--- config.mk ---
export PLATFORM = sky130hd
export DESIGN_NAME = tec_timer_event_counter
export DESIGN_NICKNAME = d
export VERILOG_FILES = /design/src/design/tec_pkg.sv /design/src/design/tec_timer_event_counter.sv
export SDC_FILE = /design/constraint.sdc
export NUM_CORES = 1
export LEC_CHECK = 0
export ABC_AREA = 1
export BUFFER_PORTS_ARGS = -buffer_cell sky130_fd_sc_hd__buf_2
export CAP_MARGIN = 40
export CORE_UTILIZATION = 55
export DETAILED_ROUTE_END_ITERATION = 10
export PLACE_DENSITY_LB_ADDON = 0.15
export SETUP_SLACK_MARGIN = 0.3
export SLEW_MARGIN = 20
export SYNTH_ARGS = -nofsm -noshare
export SYNTH_HDL_FRONTEND = slang
export SYNTH_SLANG_ARGS = --single-unit
--- constraint.sdc ---
create_clock -name ref_clk -period 7.3 [get_ports ref_clk]
set_input_delay 0.365 -clock ref_clk [delete_from_list [all_inputs] [get_ports ref_clk]]
set_output_delay 0.365 -clock ref_clk [all_outputs]
set_load 0.02 [all_outputs]
--- src/design/tec_pkg.sv ---
// Shared constants and types for the three-channel timer/event counter block.
package tec_pkg;

  // Register addresses on the byte-wide register port.
  localparam logic [7:0] TEC_ADDR_IRQ = 8'h0b;
  localparam logic [7:0] TEC_ADDR_CNT0 = 8'h0d;
  localparam logic [7:0] TEC_ADDR_CTRL0 = 8'h0e;
  localparam logic [7:0] TEC_ADDR_CNT1_LO = 8'h0f;
  localparam logic [7:0] TEC_ADDR_CNT1_HI = 8'h10;
  localparam logic [7:0] TEC_ADDR_CTRL1 = 8'h11;
  localparam logic [7:0] TEC_ADDR_CNT2_LO = 8'h15;
  localparam logic [7:0] TEC_ADDR_CNT2_HI = 8'h16;
  localparam logic [7:0] TEC_ADDR_CTRL2 = 8'h17;

  localparam logic [7:0] TEC_CTRL_ADDR [3] = '{TEC_ADDR_CTRL0, TEC_ADDR_CTRL1, TEC_ADDR_CTRL2};
  localparam logic [7:0] TEC_LO_ADDR [3] = '{TEC_ADDR_CNT0, TEC_ADDR_CNT1_LO, TEC_ADDR_CNT2_LO};
  localparam logic [7:0] TEC_HI_ADDR [3] = '{TEC_ADDR_CNT0, TEC_ADDR_CNT1_HI, TEC_ADDR_CNT2_HI};

  // Control register field positions.
  localparam int unsigned TEC_PSC_LSB = 0;
  localparam int unsigned TEC_PSC_MSB = 2;
  localparam int unsigned TEC_EDGE_BIT = 3;
  localparam int unsigned TEC_RUN_BIT = 4;
  localparam int unsigned TEC_SRC_BIT = 5;
  localparam int unsigned TEC_MODE_LSB = 6;
  localparam int unsigned TEC_MODE_MSB = 7;

  // Flag/enable register field positions.
  localparam int unsigned TEC_FLAG_LSB = 0;
  localparam int unsigned TEC_IEN_LSB = 4;

  // Default counter widths.
  localparam int unsigned TEC_CNT0_W = 8;
  localparam int unsigned TEC_CNT1_W = 16;
  localparam int unsigned TEC_CNT2_W = 16;

  // Number of inputs that arrive from outside the clock domain.
  localparam int unsigned TEC_NSYNC = 5;
  localparam int unsigned TEC_SYNC_FL = 3;
  localparam int unsigned TEC_SYNC_TCK = 4;

  // System clock divided by four fires when the divider shows this value.
  localparam logic [1:0] TEC_DIV4_LAST = 2'h3;

  typedef enum logic [1:0] {
    TEC_MODE_OFF,
    TEC_MODE_EVT,
    TEC_MODE_TMR,
    TEC_MODE_PW
  } tec_mode_t;

  typedef struct packed {
    logic [7:0] addr;
    logic [7:0] wdata;
    logic wr;
    logic rd;
  } tec_bus_req_t;

  typedef struct packed {
    logic [2:0] ff;
    logic lvl;
  } tec_sync_t;

  typedef struct packed {
    logic [7:0] ctrl;
    logic [15:0] cnt;
    logic [15:0] pre;
    logic [6:0] psc;
    logic meas;
    logic [7:0] hi_latch;
    logic flag;
    logic ien;
  } tec_chan_t;

  typedef struct packed {
    tec_chan_t [2:0] chan;
    tec_sync_t [TEC_NSYNC-1:0] sync;
    logic [1:0] div4;
    logic [7:0] rdata;
    logic [2:0] irq;
    logic wake;
  } tec_state_t;

  localparam tec_state_t TEC_STATE_RST = '0;

endpackage

--- src/design/tec_timer_event_counter.sv ---
// Three timer/event counters with prescalers, preload, pulse-width mode and register port.
`timescale 1ns/1ps

// Function
// - Control bits 0..2 divide the selected internal clock by 1 to 128.
// - Mode bits: 01 event, 10 timer, 11 pulse width, 00 unused.
// - Event mode counts falling pin edges when edge bit is 1, else rising.
// - Pulse mode starts on rising and stops on falling when edge bit 1, else reversed.
// - Counting happens only while control bit 4 is set.
// - Third counter bit 5 picks system clock over four or dedicated timer clock.
// - Event mode counts pin pulses; timer and pulse modes count the internal source.
// - Event and timer modes count up from present value to all ones.
// - Overflow reloads the preload value and sets the request flag.
// - Pulse mode stops when the pin returns and clears the run bit itself.
// - Finished measurement is kept; later start edges ignored until run is set again.
// - Overflow during pulse measurement reloads and raises the request too.
// - Event and timer modes never clear the run bit by hardware.
// - Every counter overflow produces a wake-up pulse.
// - A cleared interrupt enable bit suppresses that counter's request output.
// - Preload write while stopped also loads the counter.
// - Preload write while running only updates preload; count continues.
// - Reading a counter blocks its count clock for that cycle.
// - First counter bit 5 picks system clock or low-frequency clock.
// - Second counter bit 5 picks system clock over four or low-frequency clock.
module tec_timer_event_counter #(
  parameter int unsigned CNT0_W = tec_pkg::TEC_CNT0_W,
  parameter int unsigned CNT1_W = tec_pkg::TEC_CNT1_W,
  parameter int unsigned CNT2_W = tec_pkg::TEC_CNT2_W
) (
  input wire logic ref_clk,
  input wire logic rst,
  input wire tec_pkg::tec_bus_req_t bus_req,
  output logic [7:0] rd_data,
  input wire logic first_event_pin,
  input wire logic second_event_pin,
  input wire logic third_event_pin,
  input wire logic low_freq_clock,
  input wire logic dedicated_timer_clock,
  output logic [2:0] irq_req,
  output logic wake_up
);

  localparam int unsigned CNT_W [3] = '{CNT0_W, CNT1_W, CNT2_W};

  tec_pkg::tec_state_t s_reg;
  tec_pkg::tec_state_t s_next;
  logic [tec_pkg::TEC_NSYNC-1:0] raw_in;
  logic [tec_pkg::TEC_NSYNC-1:0] rise;
  logic [tec_pkg::TEC_NSYNC-1:0] fall;
  logic div4_tick;
  logic [2:0] src_tick;
  logic [2:0] pre_hit;
  logic [2:0] act_edge;
  logic [2:0] start_edge;
  logic [2:0] stop_edge;
  logic [2:0] rd_block;
  logic [2:0] tick;
  logic [2:0] ovf;
  logic [6:0] psc_mask [3];
  logic [15:0] full_val [3];
  tec_pkg::tec_mode_t mode [3];

  assign raw_in = {dedicated_timer_clock, low_freq_clock, third_event_pin,
                   second_event_pin, first_event_pin};

  always_comb begin
    s_next = s_reg;
    rise = '0;
    fall = '0;
    src_tick = '0;
    pre_hit = '0;
    act_edge = '0;
    start_edge = '0;
    stop_edge = '0;
    rd_block = '0;
    tick = '0;
    ovf = '0;
    for (int i = 0; i < 3; i++) begin
      psc_mask[i] = '0;
      full_val[i] = '0;
      mode[i] = tec_pkg::TEC_MODE_OFF;
    end

    // Pins and foreign clocks: a change is taken once the second and third stages agree.
    for (int k = 0; k < tec_pkg::TEC_NSYNC; k++) begin
      s_next.sync[k].ff = {s_reg.sync[k].ff[1:0], raw_in[k]};
      if (s_reg.sync[k].ff[1] == s_reg.sync[k].ff[2]) begin
        s_next.sync[k].lvl = s_reg.sync[k].ff[2];
      end
      rise[k] = s_next.sync[k].lvl & ~s_reg.sync[k].lvl;
      fall[k] = ~s_next.sync[k].lvl & s_reg.sync[k].lvl;
    end

    s_next.div4 = s_reg.div4 + 2'h1;
    div4_tick = (s_reg.div4 == tec_pkg::TEC_DIV4_LAST);

    // Internal source selection per counter; the low-frequency and timer clocks are
    // slow against the system clock, so their rising edges serve as count ticks.
    if (s_reg.chan[0].ctrl[tec_pkg::TEC_SRC_BIT]) begin
      src_tick[0] = rise[tec_pkg::TEC_SYNC_FL];
    end else begin
      src_tick[0] = 1'b1;
    end
    if (s_reg.chan[1].ctrl[tec_pkg::TEC_SRC_BIT]) begin
      src_tick[1] = rise[tec_pkg::TEC_SYNC_FL];
    end else begin
      src_tick[1] = div4_tick;
    end
    if (s_reg.chan[2].ctrl[tec_pkg::TEC_SRC_BIT]) begin
      src_tick[2] = rise[tec_pkg::TEC_SYNC_TCK];
    end else begin
      src_tick[2] = div4_tick;
    end

    s_next.rdata = 8'h00;
    s_next.wake = 1'b0;

    for (int i = 0; i < 3; i++) begin
      mode[i] = tec_pkg::tec_mode_t'(
        s_reg.chan[i].ctrl[tec_pkg::TEC_MODE_MSB:tec_pkg::TEC_MODE_LSB]);
      full_val[i] = 16'((32'h1 << CNT_W[i]) - 32'h1);

      // Prescaler: a tick passes when the low psc bits have all come round.
      psc_mask[i] = 7'((8'h1 << s_reg.chan[i].ctrl[tec_pkg::TEC_PSC_MSB:tec_pkg::TEC_PSC_LSB])
                       - 8'h1);
      pre_hit[i] = src_tick[i] & ((s_reg.chan[i].psc & psc_mask[i]) == psc_mask[i]);
      if (!s_reg.chan[i].ctrl[tec_pkg::TEC_RUN_BIT]) begin
        s_next.chan[i].psc = 7'h00;
      end else if (src_tick[i]) begin
        s_next.chan[i].psc = s_reg.chan[i].psc + 7'h01;
      end

      if (s_reg.chan[i].ctrl[tec_pkg::TEC_EDGE_BIT]) begin
        act_edge[i] = fall[i];
        start_edge[i] = rise[i];
        stop_edge[i] = fall[i];
      end else begin
        act_edge[i] = rise[i];
        start_edge[i] = fall[i];
        stop_edge[i] = rise[i];
      end

      // A read of the counter steals its tick so the value cannot tear under the read.
      rd_block[i] = bus_req.rd && ((bus_req.addr == tec_pkg::TEC_LO_ADDR[i]) ||
                    ((CNT_W[i] > 8) && (bus_req.addr == tec_pkg::TEC_HI_ADDR[i])));

      case (mode[i])
        tec_pkg::TEC_MODE_EVT: begin
          tick[i] = s_reg.chan[i].ctrl[tec_pkg::TEC_RUN_BIT] & act_edge[i];
        end
        tec_pkg::TEC_MODE_TMR: begin
          tick[i] = s_reg.chan[i].ctrl[tec_pkg::TEC_RUN_BIT] & pre_hit[i];
        end
        tec_pkg::TEC_MODE_PW: begin
          tick[i] = s_reg.chan[i].ctrl[tec_pkg::TEC_RUN_BIT] & s_reg.chan[i].meas
                    & pre_hit[i];
          if (s_reg.chan[i].ctrl[tec_pkg::TEC_RUN_BIT] && !s_reg.chan[i].meas &&
              start_edge[i]) begin
            s_next.chan[i].meas = 1'b1;
          end
          if (s_reg.chan[i].meas && stop_edge[i]) begin
            s_next.chan[i].meas = 1'b0;
            // Run drops so further start edges leave the result alone.
            s_next.chan[i].ctrl[tec_pkg::TEC_RUN_BIT] = 1'b0;
          end
        end
        default: begin
          tick[i] = 1'b0;
        end
      endcase
      // Event and timer branches above never touch the run bit.
      tick[i] = tick[i] & ~rd_block[i];

      // Preload writes come before the tick so a same-cycle reload sees the new value.
      if (bus_req.wr && bus_req.addr == tec_pkg::TEC_LO_ADDR[i]) begin
        s_next.chan[i].pre[7:0] = bus_req.wdata;
        if (!s_reg.chan[i].ctrl[tec_pkg::TEC_RUN_BIT]) begin
          s_next.chan[i].cnt[7:0] = bus_req.wdata;
        end
      end
      if ((CNT_W[i] > 8) && bus_req.wr && bus_req.addr == tec_pkg::TEC_HI_ADDR[i]) begin
        s_next.chan[i].pre[15:8] = bus_req.wdata;
        if (!s_reg.chan[i].ctrl[tec_pkg::TEC_RUN_BIT]) begin
          s_next.chan[i].cnt[15:8] = bus_req.wdata;
        end
      end
      s_next.chan[i].pre = s_next.chan[i].pre & full_val[i];
      s_next.chan[i].cnt = s_next.chan[i].cnt & full_val[i];

      if (tick[i]) begin
        if (s_reg.chan[i].cnt == full_val[i]) begin
          ovf[i] = 1'b1;
          s_next.chan[i].cnt = s_next.chan[i].pre;
        end else begin
          s_next.chan[i].cnt = s_reg.chan[i].cnt + 16'h0001;
        end
      end

      // Control write lands last: software setting run re-arms a finished measurement.
      if (bus_req.wr && bus_req.addr == tec_pkg::TEC_CTRL_ADDR[i]) begin
        s_next.chan[i].ctrl = bus_req.wdata;
        s_next.chan[i].meas = 1'b0;
      end

      // Flag register write; a hardware set in the same cycle wins over a clear.
      if (bus_req.wr && bus_req.addr == tec_pkg::TEC_ADDR_IRQ) begin
        s_next.chan[i].flag = bus_req.wdata[tec_pkg::TEC_FLAG_LSB + i];
        s_next.chan[i].ien = bus_req.wdata[tec_pkg::TEC_IEN_LSB + i];
      end
      if (ovf[i]) begin
        s_next.chan[i].flag = 1'b1;
        s_next.wake = 1'b1;
      end
      s_next.irq[i] = s_next.chan[i].flag & s_next.chan[i].ien;

      // Reads: the low byte snapshots the high byte so a two-byte read is coherent.
      if (bus_req.rd) begin
        if (bus_req.addr == tec_pkg::TEC_CTRL_ADDR[i]) begin
          s_next.rdata = s_reg.chan[i].ctrl;
        end else if (bus_req.addr == tec_pkg::TEC_LO_ADDR[i]) begin
          s_next.rdata = s_reg.chan[i].cnt[7:0];
          s_next.chan[i].hi_latch = s_reg.chan[i].cnt[15:8];
        end else if ((CNT_W[i] > 8) && bus_req.addr == tec_pkg::TEC_HI_ADDR[i]) begin
          s_next.rdata = s_reg.chan[i].hi_latch;
        end
      end
    end

    if (bus_req.rd && bus_req.addr == tec_pkg::TEC_ADDR_IRQ) begin
      s_next.rdata = {1'b0, s_reg.chan[2].ien, s_reg.chan[1].ien, s_reg.chan[0].ien,
                      1'b0, s_reg.chan[2].flag, s_reg.chan[1].flag, s_reg.chan[0].flag};
    end
  end

  always_ff @(posedge ref_clk or posedge rst) begin
    if (rst) begin
      s_reg <= tec_pkg::TEC_STATE_RST;
    end else begin
      s_reg <= s_next;
    end
  end

  assign rd_data = s_reg.rdata;
  assign irq_req = s_reg.irq;
  assign wake_up = s_reg.wake;

endmodule

==> out/results.ini <==
[synthesis]
ys_seq_elements=192
yosys.area_share.xor_xnor_pct=2.446
synthesized_instance_count=1341
yosysMostFrequentCell=nand2_1
post_synth.cell_area_avg_um2=7.744
synth_edf_count=0
synth-compound-area-share_pct=13.39
ys_dominant_reg_cell=dfrtp_1
yosys-top-cells-area=dfrtp_1, nand2_1, o21ai_0
synthesis.nets=1373
async_reset_ff_share_pct=100.0
synth_top_area_cell=dfrtp_1
synth_area_um2=10380
synth_cell_types=50
synth.yosys.seq_area_share_pct=46.27
synth-warning-count=0
synth_top_family_by_area=simple AND/OR/NAND/NOR gates
post_synth_fa_ha_maj_area_fraction_pct=1.036
post_synth_most_frequent_cells=nand2_1, dfrtp_1, inv_1
synth_largest_type_area_fraction_pct=46.27
yosys.area_share.simple_pct=29.08
synthMuxAreaShare_pct=0.1084

[clock_network]
clockRootBuffer=clkbuf_16
clk_pin_slew_worst_paths_ps=70
clock-sinks=192
cts_max_level=4
cts-buffers-inserted=17
cts_tree=yes
clock_latency_ps=430
cts_setup_buffers=0
ctsLongestPathBuffers=2

[power]
cell_internal_pwr_mw=1.764
p_leak_nw=5.544
cellPowerDensity_nw_per_um2=209.3
switchingPower_mw=0.6084
irDropWorstVdd_mv=0.1727
pwr-share-clk_pct=42.8
combPwrFrac_pct=8.1
share_of_total_power_consumed_by_net_switching_pct=25.65
seq_power_share_pct=49.1

[worst_setup_path]
worst-path-max-fanout=21
timing.critical_path.arrival_ps=2640
worst-endpoint-required_ps=7620
max_stage_delay_ps=400
crit_type=flip-flop to flip-flop
cp_top_family=simple AND/OR/NAND/NOR gates
crit_path_cell_trace=ha_1 -> o21ai_0 -> inv_1 -> nand3_1 -> nand2_1 -> nand2_2 -> inv_2 -> nand2_1 -> nand2_1 -> nand2_1 -> nand2_1
setup.worst_path.end_class=flip-flop
crit_start=s_reg[12]$_DFF_PP0_
worst_r2r_startpoint=s_reg[12]$_DFF_PP0_
critPathBufInv=2
most_prevalent_standard_cell_on_the_critical_path=nand2_1
cp_slowest_cell=dfrtp_1
cp-start-kind=flip-flop

[global_routing]
grt.total_usage_pct=30.04
overflow=0
grt_first_pass_wirelength_um=44710
pin_count_of_the_biggest_net_entering_global_routing=92
vias_in_the_first_global_route=8519
antenna_found_initial=1

[die]
die_w_um=139.4
num_io_pins=37
die_h_um=139.4
num_rows=49
placeableCoreArea_um2=18210
dieArea_um2=19440
floorplan.initialDensity_pct=57.03

[final_layout]
largest_register_ff_count=164
post_layout_nonfiller_instances=1605
fillCellCount=1638
final_area_um2=11330
area_delta_synth_final_pct=9.144
layout.nets=1394
drive_above_1_share_pct=11.78

[drt]
detailedRoute.firstIterationViolations=871
totalWireLength_um=27670
drc_violation_count_after_routing=0
route.antenna.remaining_nets=0
routed_wire_length_per_instance_um=17.24
detail_route.vias_per_cell=5.575
drt-pass1-iter-count=6
routed-via-count=8948

[sta]
fin_setup_tns_ps=0
max-slew-margin-rel_pct=51.98
grt_setup_unrepaired=false
post-route-period-util_pct=31.87
slew_viol_final=0
max_freq_mhz=429.8
fin_worst_skew_ps=10.44
worstMarginPinSlew_ps=713.7
setup-violations-final=0
report.final.hold_viol_count=0
timing.final.crit_period_ps=2327
hold_slack_ps=38.87

[placement]
portBuffers=36
dpl-instance-area_um2=10650
dpl.hpwl_um=19910
globalplace.congestion=0.9514
post-place-cells=1570

[worst_hold_path]
startpoint_of_the_lowest_slack_hold_path=third_event_pin
hold_class=input port to flip-flop

[status]
outcome=finished clean

[run]
timing.max_cap.violations=0

-- kinds of logic after synthesis --
| logic type | count (synthesis) |
|---|---|
| fa+ha+maj | 9 |
| xor+xnor | 29 |
| mux | 1 |
| simple gates | 674 |
| flops | 192 |
| buf+inv | 185 |
| compound gates | 251 |
-- what timing repair did --
item / 4_1_cts / 5_1_grt
resized for setup: 0 / 0
hold endpoints to repair: 41 / 0
hold buffers: 1 / 0
-- power groups by stage --
| stage | logic [mW] | registers (mW) | clock network, mW |
|---|---|---|---|
| 2_1_floorplan | 0.135 | 1.16 | 0 |
| 3_3_place_gp | 0.183 | 1.18 | 0 |
| 3_5_place_dp | 0.188 | 1.18 | 0 |
| 4_1_cts | 0.190 | 1.16 | 1.04 |
| 5_1_grt | 0.217 | 1.17 | 1.08 |
| 6_report | 0.192 | 1.16 | 1.02 |
-- area by class of cell --
class                      instances  area, um^2  area share [%]
clock buffer                      19       442.9           3.908
inverter                         146       558.0           4.923
sequential                       192        4805           42.39
timing repair buffer              41       257.7           2.274
antenna                            1       2.502         0.02208
clock inverter                    13       198.9           1.755
multi-input combinational        964        4783           42.20
tap                              229       286.5           2.528
-- path summary, 6_finish.rpt --
path                                          end  slack [ps]  cells after the start
max                        s_reg[130]$_DFFE_PP0P_        4970                     11
min                          s_next[24]$_DFF_PP0_          40                      1
max reg2reg                s_reg[130]$_DFFE_PP0P_        4970                     11
min reg2reg                  s_next[17]$_DFF_PP0_         350                      0
max in group asynchronous     s_reg[78]$_DFF_PP0_        6070                      5
min in group asynchronous  s_reg[107]$_DFFE_PP0P_         450                      3
-- stage by stage --
stage	util (%)	total power [mW]	setup slack (ps)
after CTS	62.08	2.388	5010
after global routing	62.23	2.462	4769
after global placement	58.32	1.364	5123
after detailed placement	58.50	1.370	5050
final	62.25	2.372	4973
after floorplan	-	1.297	1708
-- worst reg2reg max path: stages (launching register included) --
cell and delay (ps):
dfrtp_1 400, ha_1 230, o21ai_0 310, inv_1 160, nand3_1 120, nand2_1 90, nand2_2 350, inv_2 240
nand2_1 130, nand2_1 60, nand2_1 70, nand2_1 60
-- metal layers --
layer | global-route usage (%) | vias to the layer above | wire, um
met5 | 0 | - | 0
met2 | 47.24 | 349 | 12770
met1 | 41.36 | 4181 | 12090
met4 | 10.88 | 0 | 694
met3 | 5.884 | 43 | 2122
li1 | - | 4375 | -
-- cells in the final DEF, fill, tap and decap left out, drive strengths merged --
cell type | synthesis | routed
a211oi | 3 | 3
a21boi | 1 | 1
a21oi | 60 | 60
a221oi | 1 | 1
a31o | 1 | 1
a31oi | 1 | 1
buf | 28 | 40
bufinv | 0 | 4
clkbuf | 11 | 19
clkinv | 1 | 4
clkinvlp | 0 | 2
dfrtp | 192 | 192
diode | 0 | 1
dlygate4sd3 | 0 | 1
ha | 7 | 7
inv | 145 | 149
maj3 | 2 | 2
mux2 | 1 | 1
nand2 | 444 | 444
nand3 | 86 | 86
nand3b | 3 | 3
nand4 | 24 | 24
nor2 | 87 | 87
nor3 | 14 | 14
nor4 | 5 | 5
o2111a | 1 | 1
o211ai | 2 | 2
o21a | 8 | 8
o21ai | 166 | 166
o21bai | 2 | 2
o221a | 1 | 1
o22ai | 4 | 4
or2 | 11 | 11
xnor2 | 5 | 5
xor2 | 24 | 24
No activity file was read; power rests on OpenSTA's default activity.
